### src/rtl/axis_wrap_consts.vh
// Constants for the axis wrap and reverse limit block.
// Assumes inclusion by the block's Verilog-2005 files and by the bench top.
`ifndef AXIS_WRAP_CONSTS_VH
`define AXIS_WRAP_CONSTS_VH

// Register byte offsets on the AXI4-Lite bus
`define REG_REPEAT_CONTROL 8'h00
`define REG_REPEAT_SPAN    8'h04
`define REG_REV_SELECT     8'h08
`define REG_AXIS_STATE     8'h0C
`define REG_DEMAND_POS     8'h10
`define REG_MEASURED_POS   8'h14
`define REG_IRQ_STATUS     8'h18
`define REG_IRQ_ENABLE     8'h1C
`define REG_IRQ_CLEAR      8'h20
`define REG_MOVE_CTRL      8'h24

// Field positions
`define BIT_RANGE_POSITIVE 0
`define BIT_END_REPEAT     1
`define BIT_REV_LIMIT      5
`define BIT_IRQ_WRAP       0
`define BIT_IRQ_REV_LIMIT  1
`define BIT_IRQ_REPEAT_END 2

// Reset values
`define RST_REPEAT_CONTROL 2'h0
`define RST_REPEAT_SPAN    32'h004C_4B40
`define RST_REV_SELECT     6'h3F

// Timing: servo cycle period in ns, and the system clock period in ns
`define SERVO_PERIOD_NS    1000
`define CLK_PERIOD_NS      25

// AXI response codes
`define RESP_OKAY          2'h0
`define RESP_SLVERR        2'h2

`endif

### src/rtl/axis_wrap_and_reverse_limit.v
// Per-axis position wrap within a repeat span plus a selectable reverse limit.
// Assumes one clock, synchronous inputs, AXI4-Lite master with one access at a time.
// Summary of operation
// - The repeat control register is zero after reset.
// - With control bit 0 clear, the measured position stays between minus span and plus span.
// - With control bit 0 set, the measured position stays between zero and span.
// - Once the repeat is switched off, hardware clears control bit 1 itself.
// - Limit select values 0 to 31 each choose a valid input.
// - Inputs 0 to 15 are the unit connector inputs, shared by all axes.
// - Inputs 16 to 31 are this axis's own servo driver inputs.
// - Limit select resets to minus one, meaning no limit is watched.
// - While the selected limit is reached, reverse motion is stopped.
// - Reaching the selected limit sets bit 5 of the axis state word.
// - The selected limit input is active low.
// - When measured position hits the span, the wrap shifts both positions intact.
`timescale 1ns/1ps
`include "axis_wrap_consts.vh"

module axis_wrap_and_reverse_limit #(
  parameter TICK_DIV = `SERVO_PERIOD_NS / `CLK_PERIOD_NS  // Clocks per servo cycle
) (
  input  wire        clk_sys,        // System clock, 40 MHz
  input  wire        sys_rst,        // Synchronous reset, active high
  // AXI4-Lite slave
  input  wire [7:0]  s_axi_awaddr,   // Write address
  input  wire        s_axi_awvalid,  // Write address valid
  output reg         s_axi_awready,  // Write address ready
  input  wire [31:0] s_axi_wdata,    // Write data
  input  wire [3:0]  s_axi_wstrb,    // Write byte strobes
  input  wire        s_axi_wvalid,   // Write data valid
  output reg         s_axi_wready,   // Write data ready
  output reg  [1:0]  s_axi_bresp,    // Write response
  output reg         s_axi_bvalid,   // Write response valid
  input  wire        s_axi_bready,   // Write response ready
  input  wire [7:0]  s_axi_araddr,   // Read address
  input  wire        s_axi_arvalid,  // Read address valid
  output reg         s_axi_arready,  // Read address ready
  output reg  [31:0] s_axi_rdata,    // Read data
  output reg  [1:0]  s_axi_rresp,    // Read response
  output reg         s_axi_rvalid,   // Read data valid
  input  wire        s_axi_rready,   // Read data ready
  // Motion side
  input  wire [15:0] unitInN,        // Unit connector inputs, active low
  input  wire [15:0] driverInN,      // Servo driver inputs, active low
  input  wire [31:0] demandStep,     // Signed demand increment per servo cycle
  input  wire [31:0] measuredStep,   // Signed measured increment per servo cycle
  input  wire        repeatDone,     // Move engine: automatic repeat now off
  output reg         revInhibit_q,   // Block reverse motion
  output reg         repeatEndReq_q, // End-of-repeat request to move engine
  output reg         irq_q           // Level interrupt
);

  ////////////////////////////////////////////////////////////////////////////
  // Servo cycle divider
  // One tick per servo cycle; every per-cycle action keys off it
  // The count restarts on reset, so the first tick is TICK_DIV clocks in
  reg  [15:0] divCnt_q;
  reg         servoTick_q;

  always @(posedge clk_sys) begin
    if (sys_rst) begin
      divCnt_q    <= 16'h0000;
      servoTick_q <= 1'b0;
    end else if (divCnt_q == TICK_DIV[15:0] - 16'h0001) begin
      divCnt_q    <= 16'h0000;
      servoTick_q <= 1'b1;
    end else begin
      divCnt_q    <= divCnt_q + 16'h0001;
      servoTick_q <= 1'b0;
    end
  end

  ////////////////////////////////////////////////////////////////////////////
  // Registers
  // All software state sits in flops; reads come from one shared mux
  // Positions are signed, two's complement, in user units
  reg  [1:0]  repCtrl_q;      // Bit0 range mode, bit1 end-repeat request
  reg  [31:0] repSpan_q;
  reg  [5:0]  revSel_q;
  reg  [31:0] demandPos_q;
  reg  [31:0] measuredPos_q;
  reg  [2:0]  irqStat_q;
  reg  [2:0]  irqEn_q;
  reg         moveRev_q;      // Software direction: 1 asks reverse
  reg  [31:0] axisState_q;

  wire        limitHit;
  wire [31:0] measNext;
  wire [31:0] demNext;
  wire [31:0] twoSpan;
  wire        wrapHigh;
  wire        wrapLow;
  wire        doWrite;
  reg  [7:0]  wAddr_q;
  reg  [31:0] wData_q;
  reg  [3:0]  wStrb_q;
  reg         awHeld_q;
  reg         wHeld_q;
  wire [31:0] wMerged;
  reg  [31:0] rData_d;
  reg         rErr_d;
  reg  [2:0]  irqEvt_d;

  // Limit selector; its output already carries one tick of sampling lag
  rev_limit_select uSelect (
    .clk_sys     (clk_sys),
    .sys_rst     (sys_rst),
    .servoTick   (servoTick_q),
    .selectIndex (revSel_q),
    .unitInN     (unitInN),
    .driverInN   (driverInN),
    .limitHit_q  (limitHit)
  );

  ////////////////////////////////////////////////////////////////////////////
  // Wrap test on the measured position; demand may sit outside the range
  assign measNext = measuredPos_q + measuredStep;
  assign demNext  = demandPos_q + demandStep;
  assign twoSpan  = {repSpan_q[30:0], 1'b0};
  assign wrapHigh = ($signed(measNext) >= $signed(repSpan_q));
  // Low bound is minus span or zero depending on mode
  assign wrapLow  = repCtrl_q[`BIT_RANGE_POSITIVE] ?
                    ($signed(measNext) < 0) :
                    ($signed(measNext) < -$signed(repSpan_q));

  // Subtract twice the span at span; positive-range mode shifts by one span
  // Demand moves through the same shift as measured, so the gap between
  // them, and with it the servo error, survives the wrap untouched
  // A step larger than the span can leave the position out of range
  always @(posedge clk_sys) begin
    if (sys_rst) begin
      demandPos_q   <= 32'h0000_0000;
      measuredPos_q <= 32'h0000_0000;
    end else if (servoTick_q) begin
      if (wrapHigh) begin
        if (repCtrl_q[`BIT_RANGE_POSITIVE]) begin
          measuredPos_q <= measNext - repSpan_q;
          demandPos_q   <= demNext - repSpan_q;
        end else begin
          measuredPos_q <= measNext - twoSpan;
          demandPos_q   <= demNext - twoSpan;
        end
      end else if (wrapLow) begin
        if (repCtrl_q[`BIT_RANGE_POSITIVE]) begin
          measuredPos_q <= measNext + repSpan_q;
          demandPos_q   <= demNext + repSpan_q;
        end else begin
          measuredPos_q <= measNext + twoSpan;
          demandPos_q   <= demNext + twoSpan;
        end
      end else begin
        measuredPos_q <= measNext;
        demandPos_q   <= demNext;
      end
    end
  end

  ////////////////////////////////////////////////////////////////////////////
  // Reverse inhibit and axis state word; limit sticks in bit 5 while low
  // Only reverse requests are blocked, so the axis can still back off forward
  always @(posedge clk_sys) begin
    if (sys_rst) begin
      revInhibit_q <= 1'b0;
      axisState_q  <= 32'h0000_0000;
    end else begin
      revInhibit_q <= limitHit & moveRev_q;
      axisState_q  <= {26'h000_0000, limitHit, 5'h00};
    end
  end

  ////////////////////////////////////////////////////////////////////////////
  // AXI write channel: accept address and data in either order
  // The read mux and the write merge share one address path, so a commit
  // waits out the cycle in which the read address is being taken; arready
  // is a one-cycle pulse, so the write is held back one cycle at most
  assign doWrite = awHeld_q & wHeld_q & ~s_axi_bvalid & ~s_axi_arready;

  always @(posedge clk_sys) begin
    if (sys_rst) begin
      awHeld_q      <= 1'b0;
      wHeld_q       <= 1'b0;
      wAddr_q       <= 8'h00;
      wData_q       <= 32'h0000_0000;
      wStrb_q       <= 4'h0;
      s_axi_awready <= 1'b0;
      s_axi_wready  <= 1'b0;
      s_axi_bvalid  <= 1'b0;
      s_axi_bresp   <= `RESP_OKAY;
    end else begin
      s_axi_awready <= ~awHeld_q & ~s_axi_awready & s_axi_awvalid;
      s_axi_wready  <= ~wHeld_q & ~s_axi_wready & s_axi_wvalid;
      if (s_axi_awvalid & s_axi_awready) begin
        awHeld_q <= 1'b1;
        wAddr_q  <= s_axi_awaddr;
      end
      if (s_axi_wvalid & s_axi_wready) begin
        wHeld_q <= 1'b1;
        wData_q <= s_axi_wdata;
        wStrb_q <= s_axi_wstrb;
      end
      if (doWrite) begin
        awHeld_q     <= 1'b0;
        wHeld_q      <= 1'b0;
        s_axi_bvalid <= 1'b1;
        s_axi_bresp  <= (wAddr_q > `REG_MOVE_CTRL || wAddr_q[1:0] != 2'b00) ?
                        `RESP_SLVERR : `RESP_OKAY;
      end else if (s_axi_bvalid & s_axi_bready) begin
        s_axi_bvalid <= 1'b0;
      end
    end
  end

  // Byte-lane merge of write data into the addressed register
  // Lanes without a strobe keep what the register holds now
  assign wMerged = {wStrb_q[3] ? wData_q[31:24] : rData_d[31:24],
                    wStrb_q[2] ? wData_q[23:16] : rData_d[23:16],
                    wStrb_q[1] ? wData_q[15:8]  : rData_d[15:8],
                    wStrb_q[0] ? wData_q[7:0]   : rData_d[7:0]};

  ////////////////////////////////////////////////////////////////////////////
  // Interrupt events: wrap, limit reached, repeat ended
  // Each event is one cycle wide; only the status bit keeps it
  always @* begin
    irqEvt_d = 3'h0;
    irqEvt_d[`BIT_IRQ_WRAP]       = servoTick_q & (wrapHigh | wrapLow);
    irqEvt_d[`BIT_IRQ_REV_LIMIT]  = servoTick_q & limitHit;
    irqEvt_d[`BIT_IRQ_REPEAT_END] = repeatDone & repCtrl_q[`BIT_END_REPEAT];
  end

  ////////////////////////////////////////////////////////////////////////////
  // Software registers; hardware set of a flag beats a same-cycle clear
  // A control write wins over a same-cycle repeat end, so a fresh request
  // from software is never lost to an older report from the engine
  always @(posedge clk_sys) begin
    if (sys_rst) begin
      repCtrl_q <= `RST_REPEAT_CONTROL;
      repSpan_q <= `RST_REPEAT_SPAN;
      revSel_q  <= `RST_REV_SELECT;
      irqStat_q <= 3'h0;
      irqEn_q   <= 3'h0;
      moveRev_q <= 1'b0;
    end else begin
      if (doWrite && wAddr_q == `REG_REPEAT_CONTROL) begin
        repCtrl_q <= wMerged[1:0];
      end else if (repeatDone) begin
        repCtrl_q[`BIT_END_REPEAT] <= 1'b0;
      end
      // Span of zero is meaningless; keep the old value
      if (doWrite && wAddr_q == `REG_REPEAT_SPAN && wMerged != 32'h0000_0000 &&
          !wMerged[31]) begin
        repSpan_q <= wMerged;
      end
      if (doWrite && wAddr_q == `REG_REV_SELECT) begin
        revSel_q <= wMerged[5:0];
      end
      if (doWrite && wAddr_q == `REG_IRQ_ENABLE) begin
        irqEn_q <= wMerged[2:0];
      end
      if (doWrite && wAddr_q == `REG_MOVE_CTRL) begin
        moveRev_q <= wMerged[0];
      end
      if (doWrite && wAddr_q == `REG_IRQ_CLEAR) begin
        irqStat_q <= (irqStat_q & ~wMerged[2:0]) | irqEvt_d;
      end else begin
        irqStat_q <= irqStat_q | irqEvt_d;
      end
    end
  end

  // Request to the move engine mirrors control bit 1
  // It drops one cycle after the engine reports done, not two cycles later
  always @(posedge clk_sys) begin
    if (sys_rst) begin
      repeatEndReq_q <= 1'b0;
      irq_q          <= 1'b0;
    end else begin
      repeatEndReq_q <= repCtrl_q[`BIT_END_REPEAT] & ~repeatDone;
      irq_q          <= |(irqStat_q & irqEn_q);
    end
  end

  ////////////////////////////////////////////////////////////////////////////
  // Read mux, shared with the write byte merge (keyed by the live address)
  // Unmapped or misaligned offsets answer an error and read as zero
  always @* begin
    rData_d = 32'h0000_0000;
    rErr_d  = 1'b0;
    case (doWrite ? wAddr_q : s_axi_araddr)
      `REG_REPEAT_CONTROL: rData_d = {30'h0000_0000, repCtrl_q};
      `REG_REPEAT_SPAN:    rData_d = repSpan_q;
      `REG_REV_SELECT:     rData_d = {{26{revSel_q[5]}}, revSel_q};
      `REG_AXIS_STATE:     rData_d = axisState_q;
      `REG_DEMAND_POS:     rData_d = demandPos_q;
      `REG_MEASURED_POS:   rData_d = measuredPos_q;
      `REG_IRQ_STATUS:     rData_d = {29'h0000_0000, irqStat_q};
      `REG_IRQ_ENABLE:     rData_d = {29'h0000_0000, irqEn_q};
      `REG_IRQ_CLEAR:      rData_d = 32'h0000_0000;
      `REG_MOVE_CTRL:      rData_d = {31'h0000_0000, moveRev_q};
      default:             rErr_d  = 1'b1;
    endcase
  end

  // AXI read channel: address taken, data one cycle later
  // Data is captured at the address handshake, so a read shows the
  // registers as they stood one cycle before the answer
  always @(posedge clk_sys) begin
    if (sys_rst) begin
      s_axi_arready <= 1'b0;
      s_axi_rvalid  <= 1'b0;
      s_axi_rdata   <= 32'h0000_0000;
      s_axi_rresp   <= `RESP_OKAY;
    end else begin
      s_axi_arready <= ~s_axi_arready & ~s_axi_rvalid & s_axi_arvalid & ~doWrite;
      if (s_axi_arvalid & s_axi_arready) begin
        s_axi_rvalid <= 1'b1;
        s_axi_rdata  <= rData_d;
        s_axi_rresp  <= rErr_d ? `RESP_SLVERR : `RESP_OKAY;
      end else if (s_axi_rvalid & s_axi_rready) begin
        s_axi_rvalid <= 1'b0;
      end
    end
  end

endmodule // axis_wrap_and_reverse_limit

### src/rtl/rev_limit_select.v
// Reverse limit input selector: picks one of 32 inputs for one axis.
// Assumes inputs are synchronous to clk_sys; sampled on each servo tick.
`timescale 1ns/1ps
`include "axis_wrap_consts.vh"

module rev_limit_select (
  input  wire        clk_sys,     // System clock
  input  wire        sys_rst,     // Synchronous reset, active high
  input  wire        servoTick,   // One-cycle servo cycle enable
  input  wire [5:0]  selectIndex, // Selected input, all ones means none
  input  wire [15:0] unitInN,     // Shared connector inputs, active low
  input  wire [15:0] driverInN,   // This axis's driver inputs, active low
  output reg         limitHit_q   // Selected limit asserted, sampled per tick
);

  wire [31:0] allInN;
  wire        validSel;

  // Low 16 shared by all axes, high 16 unique per axis
  assign allInN   = {driverInN, unitInN};
  // Only 0..31 are valid; minus one (all ones) disables monitoring
  assign validSel = ~selectIndex[5];

  ////////////////////////////////////////////////////////////////////////////
  // Sample once per servo cycle; low level means limit reached
  always @(posedge clk_sys) begin
    if (sys_rst) begin
      limitHit_q <= 1'b0;
    end else if (servoTick) begin
      limitHit_q <= validSel & ~allInN[selectIndex[4:0]];
    end
  end

endmodule // rev_limit_select

### config.mk
export PLATFORM = sky130hd
export DESIGN_NAME = axis_wrap_and_reverse_limit
export DESIGN_NICKNAME = d
export VERILOG_FILES = /design/src/rtl/axis_wrap_and_reverse_limit.v /design/src/rtl/rev_limit_select.v
export VERILOG_INCLUDE_DIRS = /design/src /design/src/rtl
export SDC_FILE = /design/constraint.sdc
export NUM_CORES = 1
export LEC_CHECK = 0
export BUFFER_PORTS_ARGS = -buffer_cell sky130_fd_sc_hd__buf_2
export CORE_MARGIN = 2
export CORE_UTILIZATION = 35
export CTS_BUF_LIST = sky130_fd_sc_hd__clkbuf_4 sky130_fd_sc_hd__clkbuf_8 sky130_fd_sc_hd__clkbuf_16
export DETAILED_ROUTE_END_ITERATION = 6
export SETUP_SLACK_MARGIN = 0.02
export SYNTH_ARGS = -nofsm -noshare
export SYNTH_HDL_FRONTEND = slang
export SYNTH_HIERARCHICAL = 1
export SYNTH_SLANG_ARGS = --single-unit
### constraint.sdc
create_clock -name clk_sys -period 8.8 [get_ports clk_sys]
set_input_delay 1.76 -clock clk_sys [delete_from_list [all_inputs] [get_ports clk_sys]]
set_output_delay 1.76 -clock clk_sys [all_outputs]
set_load 0.005 [all_outputs]
==> results of run 1 <==
tightest hold or removal path, stage by stage (launching register included):
cell and delay, ns:
dfxtp_1 0.31, nand2_1 0.05, a21oi_1 0.05
cell type report:
type,count,area (um^2)
inverter,185,694.4
multi-input combinational,3268,22210
clock buffer,36,797.0
timing repair buffer,265,1528
sequential,218,4369
fill,8416,48040
tap,1050,1314
clock inverter,14,171.4
worst max path at each step:
| stage | endpoint | slack [ns] | cells after the start |
|---|---|---|---|
| after floorplan | demandPos_q[31] | 1.51 | 25 |
| after detailed placement | demandPos_q[31] | 0.45 | 26 |
| after CTS | demandPos_q[10] | 1.07 | 25 |
| final | demandPos_q[10] | 1.04 | 25 |
| after global routing | demandPos_q[10] | 0.60 | 25 |
| after global placement | demandPos_q[10] | 0.58 | 25 |
metrics by stage:
stage                     power [W]  setup WS, ns    util
after floorplan            0.001595         1.505       -
after CTS                  0.003083         1.069  0.3929
final                      0.003085         1.041  0.3929
after detailed placement   0.001833        0.4473  0.3806
after global placement     0.001834        0.5839  0.3806
after global routing       0.003212        0.6010  0.3929
cell usage after synthesis (79+ instances only):
cell and count:
a21oi_1 441, nand3_1 84, dfxtp_1 218, nand2_1 399
nor3_1 103, a211oi_1 79, ha_1 339, inv_1 178
o21ai_0 168, clkbuf_1 168, xnor2_1 235, nor2_1 383
sequential cells by signal, summed over array words and instances, names as in the netlist, 2 cells and up:
signal	count
demandPos_q	32
divCnt_q	16
irqEn_q	3
irqStat_q	3
measuredPos_q	32
repCtrl_q	2
repSpan_q	32
revSel_q	6
s_axi_rdata	32
wAddr_q	8
wData_q	32
wStrb_q	4
per-layer routing:
layer	wire length, um	share of wire	vias up
met5	0	0	-
met4	4289	0.040	0
met3	9228	0.085	197
met2	46610	0.43	1193
met1	48260	0.45	13770
li1	-	-	14260
power by group:
part	switching, W	leakage (nW)	internal, W
Clock	0.000524	0.474	0.000728
Sequential	0.0000121	1.76	0.000999
Combinational	0.000506	10.5	0.000315
Total	0.00104	12.8	0.00204
logic make-up (layout without fill, tap and decap cells):
kind of cell | Yosys count | count (layout) | share of synthesized area
xor+xnor | 281 | 281 | 0.08776
buf+inv | 386 | 500 | 0.05412
fa+ha+maj | 349 | 349 | 0.1584
flops | 218 | 218 | 0.1556
other cells | 1 | 2 | 0.0001337
mux | 101 | 101 | 0.03989
simple gates | 1274 | 1274 | 0.2102
compound gates | 1261 | 1261 | 0.2939
==> results.yml, run 1 <==
run_status:
  status: "finished, final reports clean"
logic_synthesis:
  ys_seq_area_frac: 0.1556
  syn-mean-instance-area_um2: 7.245
  ys_types: 95
  netlist.area_leader.share: 0.1556
  async_flop_share: 0
  synth_top_cell_by_area: "dfxtp_1"
  synth-edff-count: 0
  synth_warnings: 6
  synth_area_um2: 28040
  ys_ff_latch: 218
  synthFlopType: "dfxtp_1"
  synthCells: 3871
  synth_top_cells_by_area: "dfxtp_1 (16%), ha_1 (15%), a21oi_1 (7.9%)"
power_and_ir_drop:
  ir_drop_uv: 144.5
  leakage_nw: 12.78
  powerDensity_nw_per_um2: 99.23
layout:
  final_cell_mix: "a21oi_1 (441), nand2_1 (399), nor2_1 (381)"
  syn_to_final_growth_pct: 10.85
  stdcell_count: 5036
  finalNetCount: 4472
  drive_gt1_frac: 0.09885
  n_antenna_cell: 0
  final_common_cell: "a21oi_1"
  final_cell_area_um2: 31090
critical_path:
  critPathBufInv: 5
  required_ns: 9.32
  cp-startpoint: "measuredStep[0]"
  cp-end-kind: "flop"
  crit_path_max_incr_delay_ns: 0.56
  worstPathArrival_ns: 8.28
  critPathKind: "input port to flop"
  crit_path_frequent_cell: "a21oi_1"
  cp-start-kind: "input port"
  r2r-start: "measuredPos_q[0]"
  cp_max_fo: 17
  critical-path-slowest-cell: "or4_1"
  r2r_slack_ns: 1.78
  reg2reg_depth: 24
  reg2reg_to: "demandPos_q[10]"
  path_delay_family: "compound AO/OA/AOI/OAI gates"
placement:
  globalplace.congestion: 0.9919
  dp.cells: 4986
  dp_hpwl_mm: 85.47
  portBuffers: 197
  placedInstanceArea_um2: 30120
grt:
  grt_pass1_wl_mm: 164.2
  use_met1: 0.3489
  grt_usage: 0.2533
  grt_use_met3: 0.03905
  grt_use_met2: 0.3976
  grt_max_degree: 75
  antenna_found_initial: 2
  grt_pass1_vias: 27960
  overflow: 0
  grt-busiest-layer: "met2"
floorplan:
  fp-row-count: 103
  io_pins: 200
  core_um2: 79130
  dieArea_um2: 82410
  fp.dieW_um: 287.1
  dieHeight_um: 287.1
  start_util: 0.3544
sta:
  setup-violations-final: 0
  holdWs_ns: 0.4497
  finalSetupTns_ns: 0
  drv_slew: 0
  fin_skew_ns: 0.02956
  fmax_ghz: 0.1289
  period_minus_slack_ns: 7.760
  rsz0062_at_grt: "no"
  relSlewSlack: 0.3968
  final_hold_viol_count: 0
  worstMarginPinSlew_ns: 0.8872
  period_share: 0.8818
clocking:
  clock-sinks: 218
  cts_setup_buffers: 0
  cts_buffers: 29
  hold_buffers: 0
  clock_path_buffers: 3
  root_buffer: "clkbuf_16"
  clock_latency_ns: 0.61
  clk_pin_slew_ns: 0.06
  ctsResizeCount: 0
  cts_tree: "yes"
  htreeDepth: 1
worst_hold_path:
  worst_hold_path_type: "flop to flop"
  min_from: "s_axi_rdata[25]"
  holdPathEnd: "s_axi_rdata[25]"
  holdPathStages: 2
drt:
  drcViolationCount: 0
  wl_mm: 108.4
  vias_per_cell: 5.842
  first_iter_violations: 2644
  wl_per_cell_um: 21.52
  drt_pass1_iterations: 5
  vias: 29420
  ant_nets: 0
job:
  drv_cap: 0
(Power assumes the default switching activity.)
==> run 2: changes to the inputs <==
Settings changed: PLACE_DENSITY_LB_ADDON set to 0.08.
==> results.yml, run 2 (same netlist as run 1, synthesis figures left out) <==
sta:
  drv_slew: 0
  rsz0062_at_grt: "no"
  final_hold_viol_count: 0
  setup-violations-final: 0
  finalSetupTns_ns: 0
  fin_skew_ns: 0.02384
  period_minus_slack_ns: 7.879
  fmax_ghz: 0.1269
  layout_setup_ws_ns: 0.9215
  worstMarginPinSlew_ns: 1.127
  relSlewSlack: 0.2485
  period_share: 0.8953
clocking:
  cts_setup_buffers: 0
  root_buffer: "clkbuf_16"
  cts_buffers: 29
  clock_path_buffers: 3
  clock_latency_ns: 0.60
  htreeDepth: 1
  clock-sinks: 218
  ctsResizeCount: 0
  cts_tree: "yes"
  hold_buffers: 0
  clk_pin_slew_ns: 0.07
drt:
  wl_per_cell_um: 22.95
  ant_nets: 0
  drcViolationCount: 1
  first_iter_violations: 2599
  vias_per_cell: 5.771
  wl_mm: 116.1
  vias: 29210
  drt_pass1_iterations: 7
critical_path:
  crit_path_max_incr_delay_ns: 0.45
  path_delay_family: "compound AO/OA/AOI/OAI gates"
  endpoint: "demandPos_q[31]"
  path_depth: 25
  cp_max_fo: 9
  cp-end-kind: "flop"
  critical-path-slowest-cell: "fa_1"
  worstPathArrival_ns: 8.37
  r2r-start: "demandPos_q[0]"
  reg2reg_to: "demandPos_q[31]"
  r2r_slack_ns: 1.80
  cp-start-kind: "input port"
  critPathKind: "input port to flop"
  required_ns: 9.29
  critPathBufInv: 1
  cp-startpoint: "demandStep[0]"
  reg2reg_depth: 24
power_and_ir_drop:
  ir_drop_uv: 129.4
  leakage_nw: 12.88
  powerDensity_nw_per_um2: 97.80
grt:
  grt_use_met2: 0.4239
  overflow: 0
  grt_pass1_wl_mm: 174.0
  grt_use_met3: 0.02952
  grt-busiest-layer: "met2"
  grt_max_degree: 144
  antenna_found_initial: 1
  grt_pass1_vias: 28150
  use_met1: 0.3998
  grt_usage: 0.2729
layout:
  final_common_cell: "a21oi_1"
  final_util: 0.3950
  syn_to_final_growth_pct: 11.46
  finalNetCount: 4493
  drive_gt1_frac: 0.1045
  n_antenna_cell: 0
  fillers: 8599
  final_cell_area_um2: 31260
  final_cell_mix: "a21oi_1 (441), nand2_1 (399), nor2_1 (381)"
placement:
  portBuffers: 197
  pre_cts_ws_ns: 0.3713
  globalplace.congestion: 0.9452
  placedInstanceArea_um2: 30300
  dp_hpwl_mm: 92.82
run_status:
  status: "finished with violations"
  violations: "DRC"
job:
  drv_cap: 0
floorplan:
  core_um2: 79130
  fp.dieW_um: 287.1
  dieArea_um2: 82410
  fp-row-count: 103
  dieHeight_um: 287.1
  io_pins: 200
  start_util: 0.3544
worst_hold_path:
  worst_hold_path_type: "flop to flop"
## run 2: layer usage
| metal | routed length, um | up-vias | part of all wire |
|---|---|---|---|
| met4 | 2968 | 2 | 0.026 |
| met3 | 7405 | 117 | 0.064 |
| met2 | 49260 | 928 | 0.42 |
| met1 | 56500 | 13870 | 0.49 |
| li1 | - | 14290 | - |
| met5 | 13 | - | 0.00011 |
## run 2: stage by stage
stage	total power [W]	hold slack, ns	std cells
after floorplan	0.001595	0.4150	3872
after global placement	0.001850	0.4316	5007
after detailed placement	0.001844	0.4389	5007
after CTS	0.003082	0.4469	5061
after global routing	0.003211	0.4681	5061
final	0.003057	0.4454	5061
## run 2: worst min-delay path by stage
stage	start	end	slack, ns	depth (start not counted)
6_report	divCnt_q[0]	divCnt_q[0]	0.45	1
5_1_grt	s_axi_rdata[29]	s_axi_rdata[29]	0.47	2
4_1_cts	divCnt_q[0]	divCnt_q[0]	0.45	1
3_5_place_dp	divCnt_q[0]	divCnt_q[0]	0.44	1
3_3_place_gp	divCnt_q[0]	divCnt_q[0]	0.43	1
2_1_floorplan	awHeld_q	s_axi_awready	0.42	1
## run 2: cell type report
class	instances	area [um^2]	area share
clock inverter	13	96.34	0.003082
timing repair buffer	286	1710	0.05472
sequential	218	4369	0.1398
multi-input combinational	3268	22210	0.7105
inverter	185	694.4	0.02222
clock buffer	41	865.8	0.02770
tap	1050	1314	0.04203
## run 2: power breakdown
part	switching, W	internal [W]
registers	0.0000116	0.000999
logic	0.000509	0.000318
clock network	0.000531	0.000688
